### config.mk
export PLATFORM = sky130hd
export DESIGN_NAME = mas_setup_ctrl
export DESIGN_NICKNAME = d
export VERILOG_FILES = /design/src/pkg/mas_pkg.sv /design/src/hdl/mas_apb_regs.sv /design/src/hdl/mas_obj_port.sv /design/src/hdl/mas_setup_ctrl.sv
export SDC_FILE = /design/constraint.sdc
export NUM_CORES = 1
export LEC_CHECK = 0
export BUFFER_PORTS_ARGS = -buffer_cell sky130_fd_sc_hd__buf_4
export CAP_MARGIN = 20
export CORE_AREA = 2 2 121 240
export CTS_CLUSTER_DIAMETER = 120
export DETAILED_ROUTE_END_ITERATION = 6
export DIE_AREA = 0 0 123 242
export HOLD_SLACK_MARGIN = 0.08
export SLEW_MARGIN = 10
export SYNTH_ARGS = -nofsm -noshare
export SYNTH_HDL_FRONTEND = slang
export SYNTH_HIERARCHICAL = 1
export SYNTH_SLANG_ARGS = --single-unit
### constraint.sdc
create_clock -name mclk_in -period 3.5 [get_ports mclk_in]
set_input_delay 0.7 -clock mclk_in [delete_from_list [all_inputs] [get_ports mclk_in]]
set_output_delay 0.7 -clock mclk_in [all_outputs]
set_load 0.05 [all_outputs]
### src/pkg/mas_pkg.sv
package mas_pkg;
   // object indices; the feedback ones are not used by the sequencer
   localparam logic [15:0] OBJ_PROG_CTRL = 16'h2300;
   localparam logic [15:0] OBJ_FB_ASSIGN = 16'h3203;
   localparam logic [15:0] OBJ_CTRLWORD = 16'h6040;
   localparam logic [15:0] OBJ_STATUSWORD = 16'h6041;
   localparam logic [15:0] OBJ_TARGET_VEL = 16'h6042;
   localparam logic [15:0] OBJ_MODE = 16'h6060;
   localparam logic [15:0] OBJ_ENC_INCR = 16'h60E6;
   localparam logic [15:0] OBJ_ENC_REV = 16'h60EB;
   localparam logic [15:0] OBJ_STORE = 16'h1010;
   localparam logic [15:0] OBJ_FB_SENSORLESS = 16'h3380;
   localparam logic [15:0] OBJ_FB_HALL = 16'h3390;
   localparam logic [15:0] OBJ_FB_ENC1 = 16'h33A0;
   // object values
   localparam logic [31:0] MODE_AUTOSETUP = 32'hFFFFFFFE;
   localparam logic [31:0] MODE_VELOCITY = 32'h00000002;
   localparam logic [31:0] CW_SHUTDOWN = 32'h00000006;
   localparam logic [31:0] CW_SWITCH_ON = 32'h00000007;
   localparam logic [31:0] CW_ENABLE = 32'h0000000F;
   localparam logic [31:0] CW_ENABLE_START = 32'h0000001F;
   localparam logic [31:0] STORE_SIG = 32'h65766173;
   localparam logic [7:0] SUB_ZERO = 8'h00;
   localparam logic [7:0] SUB_TUNING = 8'h06;
   // statusword / program control bit positions
   localparam int MODE_SPEC_BIT = 4;
   localparam int DONE_BIT = 12;
   localparam int INDEX_BIT = 10;
   localparam int PROG_RUN_BIT = 0;
   // apb register offsets
   localparam logic [7:0] REG_CTRL = 8'h00;
   localparam logic [7:0] REG_STATUS = 8'h04;
   localparam logic [7:0] REG_SPEED = 8'h08;
   localparam logic [7:0] REG_ENC_INCR = 8'h0C;
   localparam logic [7:0] REG_ENC_REV = 8'h10;
   localparam logic [7:0] REG_LAST_SW = 8'h14;
   // ctrl register bits
   localparam int CTRL_AUTO = 0;
   localparam int CTRL_VEL = 1;
   localparam int CTRL_STOP = 2;
   localparam int CTRL_ENC = 3;
   localparam logic [31:0] STATUS_RST = 32'h00000000;
   // sequencer states
   typedef enum logic [4:0] {
      MAS_IDLE = 5'b00000,
      MAS_CHK_PROG = 5'b00001,
      MAS_SET_MODE = 5'b00010,
      MAS_CW_SHUT = 5'b00011,
      MAS_CW_ON = 5'b00100,
      MAS_CW_EN = 5'b00101,
      MAS_CW_START = 5'b00110,
      MAS_POLL = 5'b00111,
      MAS_VERIFY = 5'b01000,
      MAS_SET_VMODE = 5'b01001,
      MAS_SET_SPEED = 5'b01010,
      MAS_V_SHUT = 5'b01011,
      MAS_V_ON = 5'b01100,
      MAS_V_EN = 5'b01101,
      MAS_STOP = 5'b01110,
      MAS_ENC_INCR = 5'b01111,
      MAS_ENC_REV = 5'b10000,
      MAS_ENC_STORE = 5'b10001,
      MAS_FAIL = 5'b10010
   } mas_state_t;
endpackage

### src/hdl/mas_apb_regs.sv
`timescale 1ns/1ps
// apb slave holding the controller's own registers
module mas_apb_regs
   import mas_pkg::*;
(
   // clock and reset
   input wire logic mclk_in,
   input wire logic arst_n_in,
   // apb
   input wire logic psel_in,
   input wire logic penable_in,
   input wire logic pwrite_in,
   input wire logic [7:0] paddr_in,
   input wire logic [31:0] pwdata_in,
   output logic [31:0] prdata_out,
   output logic pready_out,
   output logic pslverr_out,
   // register contents
   output logic [2:0] cmd_pulse_out,
   output logic enc_cmd_out,
   output logic [31:0] speed_out,
   output logic [31:0] enc_incr_out,
   output logic [31:0] enc_rev_out,
   input wire logic [31:0] status_in,
   input wire logic [31:0] last_sw_in
);
   logic wr;
   logic mapped;
   assign wr = psel_in && penable_in && pwrite_in;
   assign pready_out = 1'b1;
   assign mapped = (paddr_in <= REG_LAST_SW) && (paddr_in[1:0] == 2'b00);
   assign pslverr_out = psel_in && penable_in && !mapped;
   // command strobes, one cycle long
   always_ff @(posedge mclk_in or negedge arst_n_in) begin
      if (!arst_n_in) begin
         cmd_pulse_out <= 3'h0;
         enc_cmd_out <= 1'b0;
      end else begin
         cmd_pulse_out <= (wr && paddr_in == REG_CTRL) ? pwdata_in[2:0] : 3'h0;
         enc_cmd_out <= wr && paddr_in == REG_CTRL && pwdata_in[CTRL_ENC];
      end
   end
   // parameter registers
   always_ff @(posedge mclk_in or negedge arst_n_in) begin
      if (!arst_n_in) begin
         speed_out <= 32'h00000000;
         enc_incr_out <= 32'h00000000;
         enc_rev_out <= 32'h00000000;
      end else if (wr) begin
         if (paddr_in == REG_SPEED) speed_out <= pwdata_in;
         if (paddr_in == REG_ENC_INCR) enc_incr_out <= pwdata_in;
         if (paddr_in == REG_ENC_REV) enc_rev_out <= pwdata_in;
      end
   end
   // read mux, zero for unmapped
   always_comb begin
      case (paddr_in)
         REG_STATUS: prdata_out = status_in;
         REG_SPEED: prdata_out = speed_out;
         REG_ENC_INCR: prdata_out = enc_incr_out;
         REG_ENC_REV: prdata_out = enc_rev_out;
         REG_LAST_SW: prdata_out = last_sw_in;
         default: prdata_out = 32'h00000000;
      endcase
   end
endmodule

### src/hdl/mas_obj_port.sv
`timescale 1ns/1ps
// single object access towards the drive, request held until ack
module mas_obj_port
   import mas_pkg::*;
(
   // clock and reset
   input wire logic mclk_in,
   input wire logic arst_n_in,
   // from sequencer
   input wire logic go_in,
   input wire logic wr_in,
   input wire logic [15:0] idx_in,
   input wire logic [7:0] sub_in,
   input wire logic [31:0] data_in,
   output logic done_out,
   output logic [31:0] rdata_out,
   // to drive
   output logic obj_req_out,
   output logic obj_wr_out,
   output logic [15:0] obj_idx_out,
   output logic [7:0] obj_sub_out,
   output logic [31:0] obj_wdata_out,
   input wire logic obj_ack_in,
   input wire logic [31:0] obj_rdata_in
);
   // request stays up until the drive acknowledges, however late
   always_ff @(posedge mclk_in or negedge arst_n_in) begin
      if (!arst_n_in) begin
         obj_req_out <= 1'b0;
         obj_wr_out <= 1'b0;
         obj_idx_out <= 16'h0000;
         obj_sub_out <= 8'h00;
         obj_wdata_out <= 32'h00000000;
         rdata_out <= 32'h00000000;
         done_out <= 1'b0;
      end else begin
         done_out <= 1'b0;
         if (obj_req_out && obj_ack_in) begin
            obj_req_out <= 1'b0;
            rdata_out <= obj_rdata_in;
            done_out <= 1'b1;
         end else if (go_in && !obj_req_out && !done_out) begin
            obj_req_out <= 1'b1;
            obj_wr_out <= wr_in;
            obj_idx_out <= idx_in;
            obj_sub_out <= sub_in;
            obj_wdata_out <= data_in;
         end
      end
   end
endmodule

### src/hdl/mas_setup_ctrl.sv
`timescale 1ns/1ps
module mas_setup_ctrl
   import mas_pkg::*;
(
   // clock and reset
   input wire logic mclk_in,
   input wire logic arst_n_in,
   // apb slave
   input wire logic psel_in,
   input wire logic penable_in,
   input wire logic pwrite_in,
   input wire logic [7:0] paddr_in,
   input wire logic [31:0] pwdata_in,
   output logic [31:0] prdata_out,
   output logic pready_out,
   output logic pslverr_out,
   // drive object port
   output logic obj_req_out,
   output logic obj_wr_out,
   output logic [15:0] obj_idx_out,
   output logic [7:0] obj_sub_out,
   output logic [31:0] obj_wdata_out,
   input wire logic obj_ack_in,
   input wire logic [31:0] obj_rdata_in,
   // status
   output logic busy_out,
   output logic restart_needed_out
);
   import mas_pkg::*;

   mas_state_t state;
   mas_state_t next_state;
   logic [2:0] cmd_pulse;
   logic enc_cmd;
   logic [31:0] speed;
   logic [31:0] enc_incr;
   logic [31:0] enc_rev;
   logic [31:0] status_word;
   logic [31:0] last_sw;
   logic go;
   logic op_wr;
   logic [15:0] op_idx;
   logic [7:0] op_sub;
   logic [31:0] op_data;
   logic op_done;
   logic [31:0] op_rdata;
   logic setup_done;
   logic index_found_flag;
   logic prog_busy_err;
   logic verify_err;

   // register file
   mas_apb_regs u_regs (
      .mclk_in(mclk_in),
      .arst_n_in(arst_n_in),
      .psel_in(psel_in),
      .penable_in(penable_in),
      .pwrite_in(pwrite_in),
      .paddr_in(paddr_in),
      .pwdata_in(pwdata_in),
      .prdata_out(prdata_out),
      .pready_out(pready_out),
      .pslverr_out(pslverr_out),
      .cmd_pulse_out(cmd_pulse),
      .enc_cmd_out(enc_cmd),
      .speed_out(speed),
      .enc_incr_out(enc_incr),
      .enc_rev_out(enc_rev),
      .status_in(status_word),
      .last_sw_in(last_sw)
   );

   // object transfer engine
   mas_obj_port u_port (
      .mclk_in(mclk_in),
      .arst_n_in(arst_n_in),
      .go_in(go),
      .wr_in(op_wr),
      .idx_in(op_idx),
      .sub_in(op_sub),
      .data_in(op_data),
      .done_out(op_done),
      .rdata_out(op_rdata),
      .obj_req_out(obj_req_out),
      .obj_wr_out(obj_wr_out),
      .obj_idx_out(obj_idx_out),
      .obj_sub_out(obj_sub_out),
      .obj_wdata_out(obj_wdata_out),
      .obj_ack_in(obj_ack_in),
      .obj_rdata_in(obj_rdata_in)
   );

   // status register image
   assign status_word = {24'h000000, verify_err, prog_busy_err, restart_needed_out,
                         index_found_flag, setup_done, busy_out, 2'b00};
   assign busy_out = (state != MAS_IDLE) && (state != MAS_FAIL);

   // access selected by state
   always_comb begin
      go = busy_out;
      op_wr = 1'b1;
      op_idx = OBJ_CTRLWORD;
      op_sub = SUB_ZERO;
      op_data = 32'h00000000;
      case (state)
         MAS_CHK_PROG: begin
            op_wr = 1'b0;
            op_idx = OBJ_PROG_CTRL;
         end
         MAS_SET_MODE: begin
            op_idx = OBJ_MODE;
            op_data = MODE_AUTOSETUP;
         end
         MAS_CW_SHUT, MAS_V_SHUT, MAS_STOP: op_data = CW_SHUTDOWN;
         MAS_CW_ON, MAS_V_ON: op_data = CW_SWITCH_ON;
         MAS_CW_EN, MAS_V_EN: op_data = CW_ENABLE;
         MAS_CW_START: op_data = CW_ENABLE_START;
         MAS_POLL, MAS_VERIFY: begin
            op_wr = 1'b0;
            op_idx = OBJ_STATUSWORD;
         end
         MAS_SET_VMODE: begin
            op_idx = OBJ_MODE;
            op_data = MODE_VELOCITY;
         end
         MAS_SET_SPEED: begin
            op_idx = OBJ_TARGET_VEL;
            op_data = speed;
         end
         MAS_ENC_INCR: begin
            op_idx = OBJ_ENC_INCR;
            op_data = enc_incr;
         end
         MAS_ENC_REV: begin
            op_idx = OBJ_ENC_REV;
            op_data = enc_rev;
         end
         MAS_ENC_STORE: begin
            op_idx = OBJ_STORE;
            op_sub = SUB_TUNING;
            op_data = STORE_SIG;
         end
         default: go = busy_out;
      endcase
   end

   // sequencer next state
   always_comb begin
      next_state = state;
      case (state)
         MAS_IDLE, MAS_FAIL: begin
            if (cmd_pulse[CTRL_AUTO]) next_state = MAS_CHK_PROG;
            else if (cmd_pulse[CTRL_VEL]) next_state = MAS_SET_VMODE;
            else if (cmd_pulse[CTRL_STOP]) next_state = MAS_STOP;
            else if (enc_cmd) next_state = MAS_ENC_INCR;
         end
         MAS_CHK_PROG: if (op_done) begin
            next_state = op_rdata[PROG_RUN_BIT] ? MAS_FAIL : MAS_SET_MODE;
         end
         MAS_SET_MODE: if (op_done) next_state = MAS_CW_SHUT;
         MAS_CW_SHUT: if (op_done) next_state = MAS_CW_ON;
         MAS_CW_ON: if (op_done) next_state = MAS_CW_EN;
         MAS_CW_EN: if (op_done) next_state = MAS_CW_START;
         MAS_CW_START: if (op_done) next_state = MAS_POLL;
         MAS_POLL: if (op_done && op_rdata[DONE_BIT]) next_state = MAS_IDLE;
         MAS_SET_VMODE: if (op_done) next_state = MAS_VERIFY;
         MAS_VERIFY: if (op_done) next_state = MAS_SET_SPEED;
         MAS_SET_SPEED: if (op_done) next_state = MAS_V_SHUT;
         MAS_V_SHUT: if (op_done) next_state = MAS_V_ON;
         MAS_V_ON: if (op_done) next_state = MAS_V_EN;
         MAS_V_EN: if (op_done) next_state = MAS_IDLE;
         MAS_STOP: if (op_done) next_state = MAS_IDLE;
         MAS_ENC_INCR: if (op_done) next_state = MAS_ENC_REV;
         MAS_ENC_REV: if (op_done) next_state = MAS_ENC_STORE;
         MAS_ENC_STORE: if (op_done) next_state = MAS_IDLE;
         default: next_state = MAS_IDLE;
      endcase
   end

   // state register
   always_ff @(posedge mclk_in or negedge arst_n_in) begin
      if (!arst_n_in) state <= MAS_IDLE;
      else state <= next_state;
   end

   // auto setup results
   always_ff @(posedge mclk_in or negedge arst_n_in) begin
      if (!arst_n_in) begin
         setup_done <= 1'b0;
         index_found_flag <= 1'b0;
         restart_needed_out <= 1'b0;
      end else begin
         if (state == MAS_CHK_PROG) begin
            setup_done <= 1'b0;
         end
         if (state == MAS_POLL && op_done && op_rdata[DONE_BIT]) begin
            setup_done <= 1'b1;
            index_found_flag <= op_rdata[INDEX_BIT];
            restart_needed_out <= 1'b1;
         end
      end
   end

   // error flags and last statusword
   always_ff @(posedge mclk_in or negedge arst_n_in) begin
      if (!arst_n_in) begin
         prog_busy_err <= 1'b0;
         verify_err <= 1'b0;
         last_sw <= STATUS_RST;
      end else begin
         if (state == MAS_CHK_PROG && op_done) prog_busy_err <= op_rdata[PROG_RUN_BIT];
         if ((state == MAS_POLL || state == MAS_VERIFY) && op_done) last_sw <= op_rdata;
         if (state == MAS_VERIFY && op_done) verify_err <= 1'b0;
      end
   end
endmodule

# Yosys cells after proc, flatten, opt, wreduce, memory -nomap -nowiden
# Cells that the tools add are included.
totals:
  ff_bits: 232
  in_bits: 78
  out_inout_bits: 94
  wordCells: 130
classes:
  magnitude_cmp: 1
  eq_ne: 40
  mux: 32
  n_bitwise: 1
  n_reduce_logical: 38
op_table:
  columns: ["cell", "n"]
  rows:
  - ["case mux 32 bit (10 select lines)", 1]
  - ["case mux 32 bit (5 select lines)", 1]
  - ["case mux 15 bit (7 select lines)", 1]
  - ["2-to-1 mux 5 bit", 20]
  - ["case mux 5 bit (16 select lines)", 1]
  - ["== test 5 x 4 -> 1 bit, second input constant", 8]
  - ["inequality test 2 x 1 -> 1 bit, second input constant", 14]
  - ["== test 5 x 3 -> 1 bit, second input constant", 4]
  - ["== test 8 x 4 -> 1 bit, second input constant", 2]
  - ["== test 8 x 5 -> 1 bit, second input constant", 2]
  - ["AND reduction 16 bit", 1]
  - ["== test 5 bit, second input constant", 3]
  - ["logical AND 1 bit", 15]
  - ["== test 5 x 2 -> 1 bit, second input constant", 2]
  - ["OR reduction 2 bit", 5]
  - ["OR reduction 3 bit", 3]
  - ["== test 8 x 3 -> 1 bit, second input constant", 1]
  - ["<= comparator 8 x 5 -> 1 bit, second input constant", 1]
  - ["zero test 8 bit", 1]
  - ["AND reduction 2 bit", 4]
  - ["2-to-1 mux 1 bit", 6]
  - ["2-to-1 mux 3 bit", 2]
  - ["== test 5 x 1 -> 1 bit, second input constant", 1]
  - ["zero test 5 bit", 1]
  - ["other kinds (9)", 12]

# Logic depth before layout (Yosys ltp)
depth:
  depth_word: 6
  depth_mapped: 8
  depth_no_buf: 6

# By module
# The synthesis kept the hierarchy.
modules_own_cells:
  columns: ["module", "n_inst", "cells_per_inst", "area_each_um2", "seq_area_each_um2"]
  rows:
  - ["mas_apb_regs", 1, 387, 5190.0, 2502.4]
  - ["mas_obj_port", 1, 194, 3370.7, 2277.2]
  - ["mas_setup_ctrl", 1, 292, 2748.9, 1026.0]

# Least setup slack after synthesis
# OpenSTA, ideal clock, no wires.
synth_path:
  path_kind: "input -> output"
  start: "input port paddr_in[3]"
  end: "output port prdata_out[0]"
  arrival_ps: 2478
  required_ps: 2800
  path_slack_ps: 322
  path_stages: 5
  cell_sequence: "buf_2 nor4b_4 nand2_1 clkbuf_1 o221ai_1"
synth_between:
  elab_chain_cells: 2
  word_cells_on_any_way: 6
synth_lines:
  columns: ["item", "line", "rtl"]
  rows:
  - ["start: declaration", "mas_setup_ctrl.sv:12", "input wire logic [7:0] paddr_in,"]
  - ["== test 8 x 5 -> 1 bit (tied with other cells)", "mas_apb_regs.sv:57", "case (paddr_in)"]
  - ["case mux 32 bit (5 select lines) *", "mas_apb_regs.sv:57", null]
  - ["end: declaration", "mas_setup_ctrl.sv:14", "output logic [31:0] prdata_out,"]
# Mark *: on every way between the ends. The rest lies on a longest branch, timed or not.

# Worst setup path after layout
layout_path:
  start: "input port paddr_in[1]"
  end: "output port prdata_out[28]"
# The elaborated chain is that of the path after synthesis.

==> flow_summary.html <==
<table>
<tr><th>Metric</th><th>Value</th></tr>
<tr><th colspan="2">Outcome</th></tr>
<tr><td>Status</td><td>finished, final reports clean</td></tr>
<tr><th colspan="2">Worst setup path</th></tr>
<tr><td>Largest stage delay on the critical path</td><td>0.84 ns</td></tr>
<tr><td>Number of buffer and inverter instances along the worst setup path</td><td>2</td></tr>
<tr><td>Library cell contributing the largest single delay on the critical path</td><td>nor3_1</td></tr>
<tr><td>Critical path cell sequence</td><td>buf_4 -&gt; nor3_1 -&gt; nand2_1 -&gt; o22ai_1 -&gt; buf_4</td></tr>
<tr><td>Endpoint arrival time on the critical path</td><td>2.55 ns</td></tr>
<tr><td>Gate family responsible for the most delay along the worst path</td><td>simple AND/OR/NAND/NOR gates</td></tr>
<tr><td>Critical path launch point type</td><td>input port</td></tr>
<tr><td>Kind of capture point of the worst setup path</td><td>output pin</td></tr>
<tr><td>Most common cell on crit path</td><td>buf_4</td></tr>
<tr><td>Max Fanout on Critical Path</td><td>6</td></tr>
<tr><td>Data required time at the worst endpoint</td><td>2.80 ns</td></tr>
<tr><td>Critical path class</td><td>input port to output pin</td></tr>
<tr><th colspan="2">CTS</th></tr>
<tr><td>Clock slew seen by the registers of the worst setup and hold paths</td><td>0.06 ns</td></tr>
<tr><td>Resized Gates After CTS</td><td>0</td></tr>
<tr><td>H-Tree Depth</td><td>1</td></tr>
<tr><td>Later-pin clock latency in the skew report</td><td>0.54 ns</td></tr>
<tr><td>Clock Sink Count</td><td>232</td></tr>
<tr><td>Total CTS buffers</td><td>22</td></tr>
<tr><td>Clock tree from TritonCTS</td><td>done</td></tr>
<tr><td>Post-CTS repair timing setup buffer count</td><td>0</td></tr>
<tr><td>Longest Clk Path Bufs</td><td>3</td></tr>
<tr><td>Post-CTS Hold Fix Bufs</td><td>0</td></tr>
<tr><td>Root buf cell</td><td>clkbuf_16</td></tr>
<tr><th colspan="2">STA</th></tr>
<tr><td>Clock period minus final worst setup slack</td><td>3.25 ns</td></tr>
<tr><td>Worst slew margin</td><td>30.5%</td></tr>
<tr><td>Final slew viol count</td><td>0</td></tr>
<tr><td>Crit path setup slack, layout</td><td>0.245 ns</td></tr>
<tr><td>Final sum of negative setup slack</td><td>0 ns</td></tr>
<tr><td>Worst Max-Slew Pin Slew</td><td>1.03 ns</td></tr>
<tr><td>Final hold violation count</td><td>0</td></tr>
<tr><td>Unrepaired setup endpoints after global routing</td><td>false</td></tr>
<tr><td>Number of setup violations in the final report</td><td>0</td></tr>
<tr><td>Highest clock frequency the design can meet</td><td>307 MHz</td></tr>
<tr><td>Setup skew after layout</td><td>0.0274 ns</td></tr>
<tr><td>Final cycle utilization of the critical path</td><td>93.0%</td></tr>
<tr><th colspan="2">Synthesis</th></tr>
<tr><td>Yosys top cell area share</td><td>51.3%</td></tr>
<tr><td>Commonest register cell after synthesis</td><td>dfrtp_1</td></tr>
<tr><td>Total of warnings raised by yosys</td><td>6</td></tr>
<tr><td>Share of synthesized registers carrying an async set or reset</td><td>100%</td></tr>
<tr><td>Post-synth EDFFs</td><td>0</td></tr>
<tr><td>Post-Synthesis Mean Instance Area</td><td>13.0 um2</td></tr>
<tr><td>FF+latch count, synth</td><td>232</td></tr>
<tr><td>Top post-synthesis cells by area</td><td>dfrtp_1, mux2_2, mux2i_1, mux2_4, mux2_1</td></tr>
<tr><td>Sequential element share of the synthesized area</td><td>51.3%</td></tr>
<tr><td>Area of the mapped netlist</td><td>11300 um2</td></tr>
<tr><td>Cell type with the largest total area after synthesis</td><td>dfrtp_1</td></tr>
<tr><td>Distinct cell type count of the synthesized netlist</td><td>63</td></tr>
<tr><td>Post-Syn Instances</td><td>873</td></tr>
<tr><th colspan="2">Floorplan</th></tr>
<tr><td>Number of cell rows</td><td>87</td></tr>
<tr><td>Floorplan die area</td><td>29800 um2</td></tr>
<tr><td>I/O Pins</td><td>172</td></tr>
<tr><td>Initial cell density of the core</td><td>40.3%</td></tr>
<tr><td>Placeable core area</td><td>28100 um2</td></tr>
<tr><td>Die height</td><td>242 um</td></tr>
<tr><td>Width of the die</td><td>123 um</td></tr>
<tr><th colspan="2">Finish</th></tr>
<tr><td>Antenna diodes</td><td>0</td></tr>
<tr><td>Number of filler instances in the final layout</td><td>2565</td></tr>
<tr><td>Number of nets in the layout</td><td>1145</td></tr>
<tr><td>Fraction of final layout cells with drive strength greater than 1</td><td>41.9%</td></tr>
<tr><td>Final core utilization</td><td>49.2%</td></tr>
<tr><td>Area Growth Syn to Fin</td><td>22.2%</td></tr>
<tr><td>Area taken by multi-input logic gates</td><td>5270 um2</td></tr>
<tr><td>Area of all sequential standard cells</td><td>5810 um2</td></tr>
<tr><th colspan="2">Pwr</th></tr>
<tr><td>Cell Pwr Density</td><td>747 nW/um2</td></tr>
<tr><td>Relative contribution of the clock network to total power</td><td>22.6%</td></tr>
<tr><td>Share of total power in sequential cells</td><td>38.7%</td></tr>
<tr><td>Psw</td><td>0.00403 W</td></tr>
<tr><td>Peak VDD IR</td><td>528 uV</td></tr>
<tr><td>Switching part of the total power</td><td>39.0%</td></tr>
<tr><td>Combinational fraction of design power</td><td>38.8%</td></tr>
<tr><td>P_leak</td><td>6.77 nW</td></tr>
<tr><td>Cell-internal power</td><td>0.00630 W</td></tr>
<tr><th colspan="2">Place</th></tr>
<tr><td>Pre-CTS WS</td><td>0.300 ns</td></tr>
<tr><td>Number of port buffers</td><td>170</td></tr>
<tr><td>Half-perimeter wire length of the detailed placement result</td><td>23.5 mm</td></tr>
<tr><td>RePlAce Congestion</td><td>0.911</td></tr>
<tr><th colspan="2">Global routing</th></tr>
<tr><td>Overall track demand over capacity in global routing</td><td>22.7%</td></tr>
<tr><td>Vias in the first global route</td><td>8356</td></tr>
<tr><td>Antenna violations before repair</td><td>1</td></tr>
<tr><td>Total congestion overflow</td><td>0</td></tr>
<tr><td>Wire length of the first global-routing pass</td><td>51.0 mm</td></tr>
<tr><td>Pin count of the biggest net entering global routing</td><td>77</td></tr>
<tr><th colspan="2">Routing</th></tr>
<tr><td>Final routed wire length divided by cell count</td><td>23.3 um</td></tr>
<tr><td>Post-DRT Antenna Nets</td><td>0</td></tr>
<tr><td>Number of detailed-routing iterations run before antenna repair</td><td>5</td></tr>
<tr><td>Total wirelength of the detailed-routed design</td><td>33.5 mm</td></tr>
<tr><td>Via count</td><td>7987</td></tr>
<tr><td>Number of design-rule violations left by the first detailed-router iteration</td><td>478</td></tr>
<tr><td>Remaining design rule violation count</td><td>0</td></tr>
<tr><td>Via/cell ratio</td><td>5.55</td></tr>
<tr><th colspan="2">Job</th></tr>
<tr><td>Maxcap violations</td><td>0</td></tr>
<tr><th colspan="2">Hold path</th></tr>
<tr><td>Type of the tightest min-delay check</td><td>input port to async pin</td></tr>
</table>
-- power groups by stage --
stage	clock [W]	combinational, W	sequential, W
after detailed placement	0	0.00404	0.00406
after CTS	0.00241	0.00404	0.00401
final	0.00233	0.00400	0.00400
after floorplan	0	0.00199	0.00469
after global routing	0.00250	0.00426	0.00409
after global placement	0	0.00401	0.00405
-- cell type report --
class | count | share of cell area (%)
tap | 356 | 3.22
sequential | 232 | 42.0
clock buffer | 32 | 4.40
inverter | 9 | 0.244
multi-input combinational | 604 | 38.1
clock inverter | 7 | 0.543
timing repair buffer | 198 | 11.4
-- per-stage QoR --
step                      power, W  hold slack (ns)  cell area [um2]  instances
after floorplan            0.00668            0.404            11400        908
after global placement     0.00806            0.469            13100       1399
after detailed placement   0.00810            0.473            13100       1399
after CTS                   0.0105            0.169            13800       1438
after global routing        0.0109            0.198            13800       1438
final                       0.0103            0.162            13800       1438
-- final timing paths --
| path | startpoint | end | slack, ns | cells after the start |
|---|---|---|---|---|
| min | arst_n_in | u_port/rdata_out[22]$_DFFE_PN0N_ | 0.16 | 1 |
| max reg2reg | state[1]$_DFFE_PN0P_ | u_port/obj_wdata_out[22]$_DFFE_PN0P_ | 0.83 | 5 |
| min in group mclk_in | obj_rdata_in[17] | u_port/rdata_out[17]$_DFFE_PN0N_ | 0.40 | 2 |
| max | paddr_in[1] | prdata_out[28] | 0.25 | 5 |
| max in group asynchronous | arst_n_in | u_port/obj_wdata_out[26]$_DFFE_PN0P_ | 2.45 | 2 |
| min reg2reg | u_port/rdata_out[5]$_DFFE_PN0N_ | last_sw[5]$_DFFE_PN0P_ | 0.49 | 1 |
-- cells by family (layout without fill, tap and decap cells) --
group | after synthesis | count (layout) | synth area share [%]
compound gates | 105 | 105 | 7.16
xor+xnor | 3 | 3 | 0.232
buf+inv | 72 | 246 | 3.46
flops | 232 | 232 | 51.3
mux | 288 | 288 | 29.2
other cells | 2 | 37 | 0.0664
simple gates | 171 | 171 | 8.60
-- flip-flops by register name, summed over array words and instances, names as in the netlist, 3 cells and up --
name and flops:
u_regs/cmd_pulse_out 3, u_regs/enc_incr_out 32, u_regs/speed_out 32, u_port/obj_sub_out 8
u_regs/enc_rev_out 32, u_port/obj_idx_out 16, last_sw 32, state 5
u_port/obj_wdata_out 32, u_port/rdata_out 32
-- routing by layer --
metal  track usage, %  share of wire [%]  vias up
met5                0                  0        -
met4             8.39                3.4        0
met2             42.3                 55      278
li1                 -                  -     3580
met3             2.94                4.9       51
met1             25.7                 36     4078
-- cells in the final DEF, fill, tap and decap left out, drive strengths merged, types with 4 or more instances in the layout --
master  count
o221ai     23
nor3b       5
o211ai      8
dfrtp     232
a21oi       8
conb       37
nor4        5
mux2      232
nand3      68
clkbuf     32
nand2      48
buf       198
nor2        8
clkinv      7
and2        5
o22ai       4
and3        5
nor3        6
mux2i      56
inv         8
o21ai       6
a22oi      32
-- cells in the mapped netlist, types with 3 or more instances --
master and instances:
mux2_1 29, inv_1 8, and2_1 5, nand2_1 48, nor2_1 8, a21oi_1 8, a211oi_1 3, and3_1 5
buf_6 9, mux2_2 170, o21bai_1 3, xor2_1 3, mux2_4 33, a32oi_1 3, o21ai_0 5, mux2i_1 56
nor3_1 5, o22ai_1 4, nand4_1 3, buf_2 37, nand3_1 65, dfrtp_1 232, buf_1 4, o221ai_1 23
nor3b_1 3, clkbuf_1 11, a22oi_1 32, o211ai_1 8
No activity file was read; power rests on OpenSTA's default activity.
